File: config.mk
export PLATFORM = sky130hd
export DESIGN_NAME = dz_ctrl_regs
export DESIGN_NICKNAME = d
export VERILOG_FILES = /design/src/dz_ctrl_pkg.sv /design/src/dz_src_if.sv /design/src/dz_ctrl_regs.sv /design/src/dz_hs_mode_dec.sv
export SDC_FILE = /design/constraint.sdc
export NUM_CORES = 1
export LEC_CHECK = 0
export BUFFER_PORTS_ARGS = -buffer_cell sky130_fd_sc_hd__buf_2
export CORE_MARGIN = 4
export CORE_UTILIZATION = 45
export CTS_BUF_LIST = sky130_fd_sc_hd__clkbuf_16
export DETAILED_ROUTE_END_ITERATION = 6
export PLACE_DENSITY = 0.79
export SETUP_SLACK_MARGIN = 0.2
export SYNTH_ARGS = -nofsm -noshare
export SYNTH_HDL_FRONTEND = slang
export SYNTH_HIERARCHICAL = 1
export SYNTH_SLANG_ARGS = --single-unit
File: constraint.sdc
create_clock -name clk_sys -period 4.8 [get_ports clk_sys]
set_clock_uncertainty 0.15 [all_clocks]
set_input_delay 0.96 -clock clk_sys [delete_from_list [all_inputs] [get_ports clk_sys]]
set_output_delay 0.96 -clock clk_sys [all_outputs]
set_load 0.005 [all_outputs]
File: src/dz_ctrl_pkg.sv
// constants for the door output control register bank
package dz_ctrl_pkg;
  localparam int ADDR_W = 7;
  localparam int DATA_W = 24;
  localparam logic [6:0] PWM_RATE_ADDR = 7'h37;
  localparam logic [6:0] EC_CTRL_ADDR = 7'h38;
  localparam logic [6:0] BH_CTRL_ADDR = 7'h39;
  localparam logic [6:0] RM_CTRL_ADDR = 7'h3A;
  localparam logic [6:0] HSA_CTRL_ADDR = 7'h3B;
  // writable bits of each register; everything else reads zero
  localparam logic [23:0] PWM_RATE_MASK = 24'h0003FF;
  localparam logic [23:0] EC_CTRL_MASK = 24'h00313F;
  localparam logic [23:0] BH_CTRL_MASK = 24'h7FFFFF;
  localparam logic [23:0] RM_CTRL_MASK = 24'h83FF3F;
  localparam logic [23:0] HSA_CTRL_MASK = 24'h00FFFF;
  localparam logic [23:0] PWM_RATE_RESET = 24'h000000;
  localparam logic [23:0] EC_CTRL_RESET = 24'h000000;
  localparam logic [23:0] BH_CTRL_RESET = 24'h648F00;
  localparam logic [23:0] RM_CTRL_RESET = 24'h000020;
  localparam logic [23:0] HSA_CTRL_RESET = 24'h000000;
  // electrochrome register fields
  localparam int EC_SINK_BIT = 13;
  localparam int EC_RECOV_BIT = 12;
  localparam int EC_ENABLE_BIT = 8;
  localparam int EC_REF_LSB = 0;
  localparam logic [5:0] EC_REF_LOW_RANGE_MAX = 6'h33;
  // bridge / heater register fields
  localparam int BH_MON_TH_LSB = 21;
  localparam int BH_HEAT_OL_BIT = 20;
  localparam int BH_HEAT_EN_BIT = 19;
  localparam int BH_HEAT_TH_LSB = 15;
  localparam logic [3:0] BH_HEAT_TH_MAX = 4'h9;
  localparam int BH_DECAY_SIDE_BIT = 14;
  localparam int BH_DECAY_SINGLE_BIT = 13;
  localparam int BH_DUAL_MOTOR_BIT = 12;
  localparam int BH_DEAD_TIME_LSB = 8;
  localparam logic [3:0] BH_DEAD_TIME_MIN = 4'h2;
  localparam int BH_OL_HIGH_BIT = 7;
  localparam int BH_OL_LEG_A_BIT = 6;
  localparam int BH_OL_LEG_B_BIT = 5;
  localparam int BH_SLEW_LSB = 0;
  // recovery / monitor register fields
  localparam int RM_OUT7_RES_BIT = 23;
  localparam int RM_RECOV_LSB = 8;
  localparam int RM_CM_EN_BIT = 5;
  localparam int RM_CM_SEL_LSB = 0;
  localparam logic [4:0] RM_CM_SEL_FIRST = 5'h01;
  localparam logic [4:0] RM_CM_SEL_LAST = 5'h10;
  // high-side mode selector codes
  localparam logic [3:0] HS_MODE_OFF = 4'h0;
  localparam logic [3:0] HS_MODE_ON = 4'h1;
  localparam logic [3:0] HS_MODE_TIMER1 = 4'h2;
  localparam logic [3:0] HS_MODE_TIMER2 = 4'h3;
  localparam logic [3:0] HS_MODE_PWM_FIRST = 4'h4;
  localparam logic [3:0] HS_MODE_PWM_LAST = 4'hD;
  localparam logic [3:0] HS_MODE_DIRECTION_SIGNAL_ONE = 4'hE;
  localparam logic [3:0] HS_MODE_DIRECTION_SIGNAL_TWO = 4'hF;
  // pwm timing
  localparam int CLK_HZ = 10_000_000;
  localparam int PWM_BASE_HZ = 100;
  localparam int PWM_FAST_HZ = 200;
  localparam int PWM_STEPS = 1024;
  localparam int PWM_BASE_STEP = CLK_HZ / (PWM_BASE_HZ * PWM_STEPS);
  localparam int PWM_FAST_STEP = CLK_HZ / (PWM_FAST_HZ * PWM_STEPS);
  localparam int PWM_CHANNELS = 10;
  localparam int DUTY_W = 10;
endpackage : dz_ctrl_pkg

File: src/dz_src_if.sv
// drive sources shared by the high-side mode decoders
`timescale 1ns/10ps
`default_nettype none
interface dz_src_if;
  logic timer_one;
  logic timer_two;
  logic [9:0] pwm_level;
  logic direction_signal_one;
  logic direction_signal_two;
  modport drv (output timer_one, output timer_two, output pwm_level,
    output direction_signal_one, output direction_signal_two);
  modport use_src (input timer_one, input timer_two, input pwm_level,
    input direction_signal_one, input direction_signal_two);
endinterface : dz_src_if
`default_nettype wire

File: src/dz_ctrl_regs.sv
// door output control register bank with pwm timers and mode decode
//
// Summary of operation
// - frequency bit per pwm channel picks 100 Hz when clear, 200 Hz when set.
// - electrochrome sink switch on when its bit is set, off at reset.
// - electrochrome output overcurrent recovery enabled when set, off at reset.
// - electrochrome enable drives gate driver and forces output ten on.
// - six-bit electrochrome reference sets target as code/63 of full scale.
// - without high range, reference codes above 110011 clamp to 110011.
// - two-bit bridge monitor threshold picks one of four, reset is 11.
// - heater open-load diagnosis on when set, off at reset.
// - heater driver enabled when set, disabled at reset.
// - heater threshold 0000-1001 accepted; larger writes ignored, flag serial error.
// - slow decay side selects low or high switches; single-leg follows direction pin.
// - dual motor bridge mode when set, single motor at reset.
// - dead time codes 0010-1111 valid, reset 1111; 0000/0001 writes ignored, no error flag.
// - bridge open-load threshold 1/6 supply when clear, 5/6 when set.
// - two test bits each switch a pull-up on a bridge high terminal.
// - five-bit slew code sets code/31 of max, zero disables control.
// - output seven resistance variant, low when clear, high when set.
// - bits 17 to 8 enable overcurrent recovery per output, off at reset.
// - current monitor tristate when disabled; select routes chosen output.
// - monitor select codes 00000 and above 10000 deactivate the monitor.
// - four-bit mode selector decodes off, on, timers, pwm 1-10, directions.
// - pwm duty is code/1024 on-time, zero means off.
`timescale 1ns/10ps
`default_nettype none
module dz_ctrl_regs #(
  parameter int PWM_CHANNELS = dz_ctrl_pkg::PWM_CHANNELS,
  parameter int DUTY_W = dz_ctrl_pkg::DUTY_W
) (
  input wire logic clk_sys,
  input wire logic rst_n,
  input wire logic reg_wr,
  input wire logic reg_rd,
  input wire logic [6:0] reg_addr,
  input wire logic [23:0] reg_wdata,
  output logic [23:0] reg_rdata,
  output logic reg_rvalid,
  output logic serial_error_flag,
  input wire logic electrochrome_high_range,
  input wire logic [PWM_CHANNELS*DUTY_W-1:0] pwm_duty,
  input wire logic timer_one,
  input wire logic timer_two,
  input wire logic direction_signal_one,
  input wire logic direction_signal_two,
  input wire logic bridge_direction_pin,
  input wire logic [3:0] output_ten_mode,
  output logic [PWM_CHANNELS-1:0] pwm_level,
  output logic high_side_output_ten,
  output logic [3:0] high_side_drive,
  output logic electrochrome_sink_switch,
  output logic electrochrome_recovery_enable,
  output logic electrochrome_gate_drive_pin,
  output logic [5:0] electrochrome_reference_code,
  output logic [1:0] bridge_monitor_threshold,
  output logic heater_openload_enable,
  output logic heater_driver_enable,
  output logic [3:0] heater_monitor_threshold,
  output logic slow_decay_side,
  output logic [1:0] slow_decay_leg_on,
  output logic dual_motor_select,
  output logic [3:0] crossconduction_dead_time,
  output logic bridge_openload_high_level,
  output logic openload_test_leg_a,
  output logic openload_test_leg_b,
  output logic [4:0] bridge_slew_code,
  output logic bridge_slew_active,
  output logic output7_resistance_select,
  output logic [9:0] output_recovery_enable,
  output logic current_monitor_enable,
  output logic [4:0] current_monitor_select
);
  if (PWM_CHANNELS != 10 || DUTY_W != 10) begin : g_param_check
    $error("mode decode serves exactly ten 10-bit pwm channels");
  end

  logic [23:0] pwm_rate_reg;
  logic [23:0] electrochrome_control;
  logic [23:0] bridge_heater_control;
  logic [23:0] recovery_monitor_control;
  logic [23:0] high_side_mode_select_a;
  logic [23:0] next_rdata;
  logic [23:0] bh_write;
  logic heat_th_bad;
  logic dead_time_bad;
  logic [5:0] ec_code_raw;
  logic [4:0] cm_sel_raw;
  logic [6:0] base_pre;
  logic [6:0] fast_pre;
  logic [DUTY_W-1:0] base_cnt;
  logic [DUTY_W-1:0] fast_cnt;

  localparam logic [6:0] BASE_STEP_LAST = 7'(dz_ctrl_pkg::PWM_BASE_STEP - 1);
  localparam logic [6:0] FAST_STEP_LAST = 7'(dz_ctrl_pkg::PWM_FAST_STEP - 1);

  // register writes: each register masks its reserved bits away
  always_ff @(posedge clk_sys) begin
    if (!rst_n) begin
      pwm_rate_reg <= dz_ctrl_pkg::PWM_RATE_RESET;
    end else if (reg_wr && reg_addr == dz_ctrl_pkg::PWM_RATE_ADDR) begin
      pwm_rate_reg <= reg_wdata & dz_ctrl_pkg::PWM_RATE_MASK;
    end
  end

  always_ff @(posedge clk_sys) begin
    if (!rst_n) begin
      electrochrome_control <= dz_ctrl_pkg::EC_CTRL_RESET;
    end else if (reg_wr && reg_addr == dz_ctrl_pkg::EC_CTRL_ADDR) begin
      electrochrome_control <= reg_wdata & dz_ctrl_pkg::EC_CTRL_MASK;
    end
  end

  // invalid heater threshold or dead time codes keep the stored field
  assign heat_th_bad = reg_wdata[dz_ctrl_pkg::BH_HEAT_TH_LSB +: 4]
    > dz_ctrl_pkg::BH_HEAT_TH_MAX;
  assign dead_time_bad = reg_wdata[dz_ctrl_pkg::BH_DEAD_TIME_LSB +: 4]
    < dz_ctrl_pkg::BH_DEAD_TIME_MIN;

  always_comb begin
    bh_write = reg_wdata & dz_ctrl_pkg::BH_CTRL_MASK;
    if (heat_th_bad) begin
      bh_write[dz_ctrl_pkg::BH_HEAT_TH_LSB +: 4] =
        bridge_heater_control[dz_ctrl_pkg::BH_HEAT_TH_LSB +: 4];
    end
    if (dead_time_bad) begin
      // a forbidden dead time would risk shoot-through, so keep the old one
      bh_write[dz_ctrl_pkg::BH_DEAD_TIME_LSB +: 4] =
        bridge_heater_control[dz_ctrl_pkg::BH_DEAD_TIME_LSB +: 4];
    end
  end

  always_ff @(posedge clk_sys) begin
    if (!rst_n) begin
      bridge_heater_control <= dz_ctrl_pkg::BH_CTRL_RESET;
    end else if (reg_wr && reg_addr == dz_ctrl_pkg::BH_CTRL_ADDR) begin
      bridge_heater_control <= bh_write;
    end
  end

  always_ff @(posedge clk_sys) begin
    if (!rst_n) begin
      serial_error_flag <= 1'b0;
    end else begin
      serial_error_flag <= reg_wr && reg_addr == dz_ctrl_pkg::BH_CTRL_ADDR
        && heat_th_bad;
    end
  end

  always_ff @(posedge clk_sys) begin
    if (!rst_n) begin
      recovery_monitor_control <= dz_ctrl_pkg::RM_CTRL_RESET;
    end else if (reg_wr && reg_addr == dz_ctrl_pkg::RM_CTRL_ADDR) begin
      recovery_monitor_control <= reg_wdata & dz_ctrl_pkg::RM_CTRL_MASK;
    end
  end

  always_ff @(posedge clk_sys) begin
    if (!rst_n) begin
      high_side_mode_select_a <= dz_ctrl_pkg::HSA_CTRL_RESET;
    end else if (reg_wr && reg_addr == dz_ctrl_pkg::HSA_CTRL_ADDR) begin
      high_side_mode_select_a <= reg_wdata & dz_ctrl_pkg::HSA_CTRL_MASK;
    end
  end

  // read path: unmapped addresses read zero
  always_comb begin
    unique case (reg_addr)
      dz_ctrl_pkg::PWM_RATE_ADDR: next_rdata = pwm_rate_reg;
      dz_ctrl_pkg::EC_CTRL_ADDR: next_rdata = electrochrome_control;
      dz_ctrl_pkg::BH_CTRL_ADDR: next_rdata = bridge_heater_control;
      dz_ctrl_pkg::RM_CTRL_ADDR: next_rdata = recovery_monitor_control;
      dz_ctrl_pkg::HSA_CTRL_ADDR: next_rdata = high_side_mode_select_a;
      default: next_rdata = 24'h000000;
    endcase
  end

  always_ff @(posedge clk_sys) begin
    if (!rst_n) begin
      reg_rdata <= 24'h000000;
      reg_rvalid <= 1'b0;
    end else begin
      reg_rvalid <= reg_rd;
      if (reg_rd) begin
        reg_rdata <= next_rdata;
      end
    end
  end

  // electrochrome controls
  assign ec_code_raw = electrochrome_control[dz_ctrl_pkg::EC_REF_LSB +: 6];

  always_ff @(posedge clk_sys) begin
    if (!rst_n) begin
      electrochrome_sink_switch <= 1'b0;
      electrochrome_recovery_enable <= 1'b0;
      electrochrome_gate_drive_pin <= 1'b0;
      electrochrome_reference_code <= 6'h00;
    end else begin
      electrochrome_sink_switch <= electrochrome_control[dz_ctrl_pkg::EC_SINK_BIT];
      electrochrome_recovery_enable <=
        electrochrome_control[dz_ctrl_pkg::EC_RECOV_BIT];
      electrochrome_gate_drive_pin <= electrochrome_control[dz_ctrl_pkg::EC_ENABLE_BIT];
      // stored code stays readable as written; only the applied target clamps
      if (!electrochrome_high_range && ec_code_raw > dz_ctrl_pkg::EC_REF_LOW_RANGE_MAX) begin
        electrochrome_reference_code <= dz_ctrl_pkg::EC_REF_LOW_RANGE_MAX;
      end else begin
        electrochrome_reference_code <= ec_code_raw;
      end
    end
  end

  // bridge and heater controls
  always_ff @(posedge clk_sys) begin
    if (!rst_n) begin
      bridge_monitor_threshold <= 2'h3;
      heater_openload_enable <= 1'b0;
      heater_driver_enable <= 1'b0;
      heater_monitor_threshold <= 4'h9;
      dual_motor_select <= 1'b0;
      crossconduction_dead_time <= 4'hF;
      bridge_openload_high_level <= 1'b0;
      openload_test_leg_a <= 1'b0;
      openload_test_leg_b <= 1'b0;
      bridge_slew_code <= 5'h00;
      bridge_slew_active <= 1'b0;
    end else begin
      bridge_monitor_threshold <= bridge_heater_control[dz_ctrl_pkg::BH_MON_TH_LSB +: 2];
      heater_openload_enable <= bridge_heater_control[dz_ctrl_pkg::BH_HEAT_OL_BIT];
      heater_driver_enable <= bridge_heater_control[dz_ctrl_pkg::BH_HEAT_EN_BIT];
      heater_monitor_threshold <= bridge_heater_control[dz_ctrl_pkg::BH_HEAT_TH_LSB +: 4];
      dual_motor_select <= bridge_heater_control[dz_ctrl_pkg::BH_DUAL_MOTOR_BIT];
      crossconduction_dead_time <=
        bridge_heater_control[dz_ctrl_pkg::BH_DEAD_TIME_LSB +: 4];
      bridge_openload_high_level <= bridge_heater_control[dz_ctrl_pkg::BH_OL_HIGH_BIT];
      openload_test_leg_a <= bridge_heater_control[dz_ctrl_pkg::BH_OL_LEG_A_BIT];
      openload_test_leg_b <= bridge_heater_control[dz_ctrl_pkg::BH_OL_LEG_B_BIT];
      bridge_slew_code <= bridge_heater_control[dz_ctrl_pkg::BH_SLEW_LSB +: 5];
      bridge_slew_active <= |bridge_heater_control[dz_ctrl_pkg::BH_SLEW_LSB +: 5];
    end
  end

  // slow decay: leg 0 is the one the direction pin names when low
  always_ff @(posedge clk_sys) begin
    if (!rst_n) begin
      slow_decay_side <= 1'b0;
      slow_decay_leg_on <= 2'h3;
    end else begin
      slow_decay_side <= bridge_heater_control[dz_ctrl_pkg::BH_DECAY_SIDE_BIT];
      if (bridge_heater_control[dz_ctrl_pkg::BH_DECAY_SINGLE_BIT]) begin
        slow_decay_leg_on <= bridge_direction_pin ? 2'h2 : 2'h1;
      end else begin
        slow_decay_leg_on <= 2'h3;
      end
    end
  end

  // recovery enables and current monitor
  assign cm_sel_raw = recovery_monitor_control[dz_ctrl_pkg::RM_CM_SEL_LSB +: 5];

  always_ff @(posedge clk_sys) begin
    if (!rst_n) begin
      output7_resistance_select <= 1'b0;
      output_recovery_enable <= 10'h000;
      current_monitor_enable <= 1'b0;
      current_monitor_select <= 5'h00;
    end else begin
      output7_resistance_select <= recovery_monitor_control[dz_ctrl_pkg::RM_OUT7_RES_BIT];
      output_recovery_enable <= recovery_monitor_control[dz_ctrl_pkg::RM_RECOV_LSB +: 10];
      current_monitor_select <= cm_sel_raw;
      current_monitor_enable <= recovery_monitor_control[dz_ctrl_pkg::RM_CM_EN_BIT]
        && cm_sel_raw >= dz_ctrl_pkg::RM_CM_SEL_FIRST
        && cm_sel_raw <= dz_ctrl_pkg::RM_CM_SEL_LAST;
    end
  end

  // two shared pwm timebases; a channel picks one by its rate bit
  always_ff @(posedge clk_sys) begin
    if (!rst_n) begin
      base_pre <= 7'h00;
      base_cnt <= '0;
    end else if (base_pre == BASE_STEP_LAST) begin
      base_pre <= 7'h00;
      base_cnt <= base_cnt + 1'b1;
    end else begin
      base_pre <= base_pre + 7'h01;
    end
  end

  always_ff @(posedge clk_sys) begin
    if (!rst_n) begin
      fast_pre <= 7'h00;
      fast_cnt <= '0;
    end else if (fast_pre == FAST_STEP_LAST) begin
      fast_pre <= 7'h00;
      fast_cnt <= fast_cnt + 1'b1;
    end else begin
      fast_pre <= fast_pre + 7'h01;
    end
  end

  // duty 1023 tops out one step short of full on, by design
  always_ff @(posedge clk_sys) begin
    if (!rst_n) begin
      pwm_level <= '0;
    end else begin
      for (int ch = 0; ch < PWM_CHANNELS; ch++) begin
        pwm_level[ch] <= (pwm_rate_reg[ch] ? fast_cnt : base_cnt)
          < pwm_duty[ch*DUTY_W +: DUTY_W];
      end
    end
  end

  dz_src_if src ();
  assign src.timer_one = timer_one;
  assign src.timer_two = timer_two;
  assign src.pwm_level = pwm_level;
  assign src.direction_signal_one = direction_signal_one;
  assign src.direction_signal_two = direction_signal_two;

  dz_hs_mode_dec u_out_ten (
    .clk_sys(clk_sys),
    .rst_n(rst_n),
    .high_side_mode_field(output_ten_mode),
    .force_on(electrochrome_control[dz_ctrl_pkg::EC_ENABLE_BIT]),
    .src(src),
    .drive(high_side_output_ten)
  );

  // drive index 0..3 are outputs 13, 14, 15 and 0
  for (genvar k = 0; k < 4; k++) begin : g_hsa
    dz_hs_mode_dec u_dec (
      .clk_sys(clk_sys),
      .rst_n(rst_n),
      .high_side_mode_field(high_side_mode_select_a[4*k +: 4]),
      .force_on(1'b0),
      .src(src),
      .drive(high_side_drive[k])
    );
  end
endmodule : dz_ctrl_regs
`default_nettype wire

File: src/dz_hs_mode_dec.sv
// four-bit high-side mode decoder with registered output
`timescale 1ns/10ps
`default_nettype none
module dz_hs_mode_dec (
  input wire logic clk_sys,
  input wire logic rst_n,
  input wire logic [3:0] high_side_mode_field,
  input wire logic force_on,
  dz_src_if.use_src src,
  output logic drive
);
  logic next_drive;
  logic [3:0] pwm_idx;

  assign pwm_idx = high_side_mode_field - dz_ctrl_pkg::HS_MODE_PWM_FIRST;

  always_comb begin
    next_drive = 1'b0;
    if (force_on) begin
      next_drive = 1'b1;
    end else begin
      unique case (high_side_mode_field)
        dz_ctrl_pkg::HS_MODE_OFF: next_drive = 1'b0;
        dz_ctrl_pkg::HS_MODE_ON: next_drive = 1'b1;
        dz_ctrl_pkg::HS_MODE_TIMER1: next_drive = src.timer_one;
        dz_ctrl_pkg::HS_MODE_TIMER2: next_drive = src.timer_two;
        dz_ctrl_pkg::HS_MODE_DIRECTION_SIGNAL_ONE: next_drive = src.direction_signal_one;
        dz_ctrl_pkg::HS_MODE_DIRECTION_SIGNAL_TWO: next_drive = src.direction_signal_two;
        default: next_drive = src.pwm_level[pwm_idx];
      endcase
    end
  end

  always_ff @(posedge clk_sys) begin
    if (!rst_n) begin
      drive <= 1'b0;
    end else begin
      drive <= next_drive;
    end
  end
endmodule : dz_hs_mode_dec
`default_nettype wire

==> results.md, run 1 <==
- Number of antenna violations at the first check in global routing: 4
- CP Launch Type: input port
- Status: finished clean
- Biggest regs: reg_rdata x24, bridge_heater_control x23, recovery_monitor_control x17
- Data arrival time of the critical path: 3060 ps
- Initial standard-cell utilization of the core: 45.98%
- TritonCTS clock tree: done
- Timing-limited maximum frequency: 0.3557 GHz
- Class of the worst hold path: reg -> reg
- Total die area: 28440 sq um
- Actual slew at the worst max-slew pin: 1154 ps
- Number of H-tree branching levels: 1
- Most numerous cell in the Yosys netlist: dfxtp_1
- Hold Path Cell Cnt: 1
- Yosys cell types: 61
- Cell count after synthesis: 1327
- Clock input transition at the sequential cells of the worst setup and hold paths: 60 ps
- Via count of the first global-routing pass: 10188
- Power density normalized to cell area: 262.1 nW/um^2
- Count of endpoints failing hold in the final timing report: 0
- Register bit count reported by yosys: 201
- Final HPWL DP: 26490 microns
- Endpoints failing setup: 0
- Yosys top cell area share: 34.65%
- Critical Path Sink Type: register
- Required time worst endpoint: 5050 ps
- Placer's final routability congestion estimate: 0.9234
- Leading area contributor after synthesis: dfxtp_1
- Post-route ant nets: 0
- Most numerous cell types in the synthesized netlist: dfxtp_1, inv_1, nor2_1
- Post-route cell area: 13590 sq um
- Number of max-slew violations in the final report: 0
- Sum of negative setup slack: 0 ps
- Synth Cell Area: 11610 sq um
- Area of the placeable core: 25250 sq um
- Clock latency at the later pin of the worst-skew pair: 510 ps
- Diode insertion count for antenna repair: 0
- Register bank with the most flops: reg_rdata
- Leakage: 6.335 nW
- Die Span Y: 168.6 microns
- Max VDD drop: 0.0002886 V
- Core utilization of the finished layout: 53.82%
- Cell types with the largest area share after synthesis: dfxtp_1, ha_1, mux2_2
- Clk sinks: 201
- Tmin final: 2811 ps
- Fraction of layout cells with a size suffix above 1: 26.01%
- I/O Buffers: 236
- Share of the clock period used by the worst path after layout: 58.57%
- Category of the critical setup timing path: in -> reg
- Clk root buf: clkbuf_16
- Iteration-0 DRC Markers: 1021
- Layout-stage area growth over the synthesis result: 17.06%
- Clock buffer depth: 3
- Mean number of vias per cell: 5.667
- Number of nets in the layout: 1767
- Slew Limit Headroom: 22.66%
- Clock buffer count from CTS: 22
- Maximum number of pins on one net before global-route repair: 55
- Post-synth ARST share: 0%
- Total iterations of the first detailed-routing run: 5
- Number of buffers inserted for hold repair after clock tree synthesis: 0
- Count of flip-flops with a built-in enable after synthesis: 0
- Setup repair bufs after CTS: 0
- Share of synthesized area occupied by flip-flops and latches: 34.65%
- Placed inst area: 12910 sq um
- MaxCap Viol Count: 0
- Wire length after detailed routing: 34950 microns
- Ys Warns: 6
- WL per Instance: 18.79 microns
- Flip-flop count of the largest register after layout: 24
- Quantity of gates resized following cts: 0
- Setup repair after global routing missed its margin: false
- Synthesized area per cell: 8.751 sq um
- Power consumption: 3.563 mW
- Global-route wire length before repair: 54000 microns
- Leading register cell type out of synthesis: dfxtp_1
- Number of DRC violations after detailed routing: 0
- Total I/O pin count: 237
- Residual overflow from global routing: 0
- Placement row count: 58
- Chip Width: 168.6 microns
- All-Layer GR Usage: 23.44%
- Path depth of the worst reg2reg path: 6
- Crit-path max FO: 24
- DR vias: 10540
critical path, stage by stage:
cell and delay, ps:
buf_2 430, nand3b_1 240, nor3_2 910, nand2_1 250, o22a_1 260
path summary, 6_finish.rpt:
| path | startpoint | slack (ps) | end |
|---|---|---|---|
| worst max-delay path | reg_addr[0] | 1990 | bridge_heater_control[18] |
| worst min-delay path | fast_pre[0] | 290 | fast_pre[0] |
| worst max register to register | pwm_rate_reg[9] | 2100 | pwm_level[9] |
| worst min register to register | fast_pre[0] | 290 | fast_pre[0] |
area by class of cell:
| class | instances | area (sq um) |
|---|---|---|
| fillers | 2331 | 11660 |
| multi-input cells | 913 | 6743 |
| flip-flops and latches | 201 | 4024 |
| repair buffers | 240 | 1214 |
| clock buffers | 22 | 550.5 |
| inverters | 139 | 521.8 |
| well taps | 330 | 412.9 |
| clock inverters | 15 | 127.6 |
power by group:
part / internal, mW / total, mW / switching [mW]
Sequential: 1.68 / 1.70 / 0.0182
Combinational: 0.113 / 0.267 / 0.155
Clock: 0.901 / 1.59 / 0.692
kinds of logic (layout without fill, tap and decap cells):
family	count (synthesis)	in the layout	share of synthesized area (%)
AND/OR/NAND/NOR	398	398	17.28
flip-flops	201	201	34.65
buffers and inverters	216	416	7.424
other	1	4	0.03229
adder cells (fa/ha/maj)	105	105	11.31
AO/OA/AOI/OAI	250	250	14.34
XOR/XNOR	22	22	1.659
multiplexers	134	134	13.30
layout by cell type (no fill, tap or decap), types with 6 or more instances in the layout:
cell	Yosys	final
o2111a_1	11	11
nand4_1	30	30
and2_1	37	37
ha_1	105	105
dfxtp_1	201	201
nand2b_1	15	15
a211oi_1	10	10
nor3_1	16	15
a31o_2	12	12
nor2b_1	14	14
nand2_1	96	96
clkbuf_16	0	22
inv_1	138	142
mux2_2	92	92
a31oi_1	6	6
and3_1	15	15
nand3_1	31	31
a311oi_1	10	10
buf_2	3	235
a21oi_1	33	33
mux2i_1	35	35
a22oi_1	20	20
o21ai_0	99	99
xnor2_1	9	9
nor2_1	110	110
mux4_2	7	7
xor2_1	13	13
or3_1	8	8
a22o_1	11	11
routing by layer:
metal / GRT usage (%) / share of wire [%] / wire [microns] / vias up
li1: - / - / - / 5044
met1: 28.99 / 40 / 14080 / 4888
met2: 40.92 / 48 / 16720 / 522
met3: 4.671 / 8.5 / 2971 / 78
met4: 7.798 / 3.2 / 1126 / 8
met5: 0 / 0.15 / 51 / -
metrics by stage:
step,hold slack [ps],instances,setup slack (ps)
floorplan,241.0,1330,2444
global placement,274.5,1823,1603
detailed placement,279.6,1823,1541
CTS,290.6,1860,2072
global route,318.9,1860,1828
finish,287.8,1860,1989
(Power assumes the default switching activity.)
==> run 2, diff against run 1 <==
--- a/config.mk
+++ b/config.mk
@@ -10,7 +10,7 @@
 export CORE_UTILIZATION = 45
 export CTS_BUF_LIST = sky130_fd_sc_hd__clkbuf_16
 export DETAILED_ROUTE_END_ITERATION = 6
-export PLACE_DENSITY = 0.79
+export PLACE_DENSITY = 0.81
 export SETUP_SLACK_MARGIN = 0.2
 export SYNTH_ARGS = -nofsm -noshare
 export SYNTH_HDL_FRONTEND = slang
==> constraint.sdc (replaced) <==
create_clock -name clk_sys -period 2.5 [get_ports clk_sys]
set_clock_uncertainty 0.15 [all_clocks]
set_input_delay 0.5 -clock clk_sys [delete_from_list [all_inputs] [get_ports clk_sys]]
set_output_delay 0.5 -clock clk_sys [all_outputs]
set_load 0.005 [all_outputs]
==> results.md, run 2 (synthesis gave the netlist of run 1 again) <==
- Footprint of the multi-input gates: 6743 sq um (unchanged)
- Family with the most delay on the worst path: compound AO/OA/AOI/OAI gates (was simple AND/OR/NAND/NOR gates)
- CP Buf/Inv Count: 1 (unchanged)
- Clock buffer depth: 3 (unchanged)
- Most frequent standard cell in the layout excluding fill and tap cells: buf_2 (unchanged)
- Number of buffers inserted for hold repair after clock tree synthesis: 0 (unchanged)
- Area of the placeable core: 25250 sq um (unchanged)
- Power density normalized to cell area: 515.4 nW/um^2 (was 262.1 nW/um^2)
- Number of max-slew violations in the final report: 0 (unchanged)
- Number of H-tree branching levels: 1 (unchanged)
- DR vias: 10819 (was 10540)
- Via count of the first global-routing pass: 10619 (was 10188)
- All-Layer GR Usage: 24.82% (was 23.44%)
- Crit-path max FO: 9 (was 24)
- Cell with the biggest individual delay on the critical path: dfxtp_1 (was nor3_2)
- Reg area: 4028 sq um (was 4024 sq um)
- MaxCap Viol Count: 0 (unchanged)
- TritonCTS clock tree: done (unchanged)
- Class of the worst hold path: in -> reg (was reg -> reg)
- Endpoints failing setup: 0 (unchanged)
- Maximum number of pins on one net before global-route repair: 82 (was 55)
- Diode insertion count for antenna repair: 0 (unchanged)
- CP cell instances: buf_4, mux2_2, ha_1, a21oi_1, nor2b_1, o21ai_0, o2111a_1 (was buf_2, nand3b_1, nor3_2, nand2_1, o22a_1)
- Tmin final: 2268 ps
- Number of nets in the layout: 1804 (was 1767)
- Layout-stage area growth over the synthesis result: 20.33% (was 17.06%)
- Iteration-0 DRC Markers: 952 (was 1021)
- Clock buffer count from CTS: 22 (unchanged)
- Mean number of vias per cell: 5.697 (was 5.667)
- Initial standard-cell utilization of the core: 45.98% (unchanged)
- Total die area: 28440 sq um (unchanged)
- Post-route cell area: 13970 sq um (was 13590 sq um)
- Final HPWL DP: 28090 microns (was 26490 microns)
- Category of the critical setup timing path: reg -> reg (was in -> reg)
- Register bank with the most flops: reg_rdata (unchanged)
- Fraction of layout cells with a size suffix above 1: 28.23% (was 26.01%)
- Sum of negative setup slack: 0 ps (unchanged)
- Quantity of gates resized following cts: 0 (unchanged)
- Max VDD drop: 0.0004804 V (was 0.0002886 V)
- CP Launch Type: register (was input port)
- Slew Limit Headroom: 58.44% (was 22.66%)
- Placement row count: 58 (unchanged)
- Number of DRC violations after detailed routing: 0 (unchanged)
- Count of endpoints failing hold in the final timing report: 0 (unchanged)
- Data arrival time of the critical path: 2560 ps (was 3060 ps)
- Placed inst area: 13220 sq um (was 12910 sq um)
- Setup repair after global routing missed its margin: false (unchanged)
- Clock input transition at the sequential cells of the worst setup and hold paths: 60 ps (about the same)
- Required time worst endpoint: 2800 ps (was 5050 ps)
- Non-filler cells, final: 1899 (was 1860)
- Status: finished clean (unchanged)
- Post-route ant nets: 0 (unchanged)
- Total I/O pin count: 237 (unchanged)
- Filler Cell Count: 2248 (was 2331)
- Placed Cells: 1860 (was 1823)
- Die Span Y: 168.6 microns (unchanged)
- Flip-flop count of the largest register after layout: 24 (unchanged)
- Residual overflow from global routing: 0 (unchanged)
- Final Hold Slack: 40.43 ps (was 287.8 ps)
- Clock latency at the later pin of the worst-skew pair: 520 ps (was 510 ps)
- Wire length after detailed routing: 37030 microns (was 34950 microns)
- Critical Path Sink Type: register (unchanged)
- Clk sinks: 201 (unchanged)
- Setup repair bufs after CTS: 0 (unchanged)
- Leakage: 6.574 nW (was 6.335 nW)
- Slowest cell delay on critical path: 600 ps (was 910 ps)
- Share of the clock period used by the worst path after layout: 90.72%
- Total iterations of the first detailed-routing run: 6 (was 5)
- Timing-limited maximum frequency: 0.4409 GHz
- Chip Width: 168.6 microns (unchanged)
- I/O Buffers: 236 (unchanged)
- Most frequent cells in the layout: buf_2, dfxtp_1, inv_1 (unchanged)
- Actual slew at the worst max-slew pin: 622.6 ps (was 1154 ps)
- Global-route wire length before repair: 56780 microns (was 54000 microns)
- Number of antenna violations at the first check in global routing: 0 (was 4)
- Placer's final routability congestion estimate: 0.9672 (was 0.9234)
- WL per Instance: 19.50 microns (was 18.79 microns)
- Biggest regs: reg_rdata x24, bridge_heater_control x23, recovery_monitor_control x17 (unchanged)
- Clk root buf: clkbuf_16 (unchanged)
run 2: cell type report:
| type | instances | area share, % |
|---|---|---|
| multi-input cells | 913 | 48.25 |
| flip-flops and latches | 201 | 28.82 |
| clock inverters | 17 | 1.442 |
| repair buffers | 277 | 10.85 |
| clock buffers | 22 | 3.940 |
| inverters | 139 | 3.734 |
| well taps | 330 | 2.955 |
run 2: worst paths after layout:
check,to,cells after the start,start,slack [ps]
min,slow_decay_leg_on[0],2,bridge_direction_pin,40
max reg2reg,pwm_level[2],7,pwm_rate_reg[2],230
max,pwm_level[2],7,pwm_rate_reg[2],230
min reg2reg,slow_decay_leg_on[0],1,bridge_heater_control[13],300
run 2: where the power goes:
part / switching (mW) / internal [mW] / total [mW]
Clock: 1.35 / 2.03 / 3.39
Combinational: 0.308 / 0.231 / 0.539
Sequential: 0.0401 / 3.23 / 3.27
Total: 1.70 / 5.50 / 7.20
run 2: per-layer routing:
layer	track usage [%]	vias up	wire, microns
li1	-	5104	-
met1	30.42	5029	14620
met2	43.24	585	17450
met3	4.250	101	3335
met4	10.16	0	1620
met5	0	-	0
run 2: stage by stage:
stage / worst slack, ps / utilization [%] / power, mW
after floorplan: 256.0 / - / 3.596
after global placement: 335.5 / 52.34 / 3.858
after detailed placement: 288.3 / 52.34 / 3.870
after CTS: 307.1 / 55.32 / 7.228
after global routing: 224.7 / 55.33 / 7.406
final: 232.0 / 55.33 / 7.201
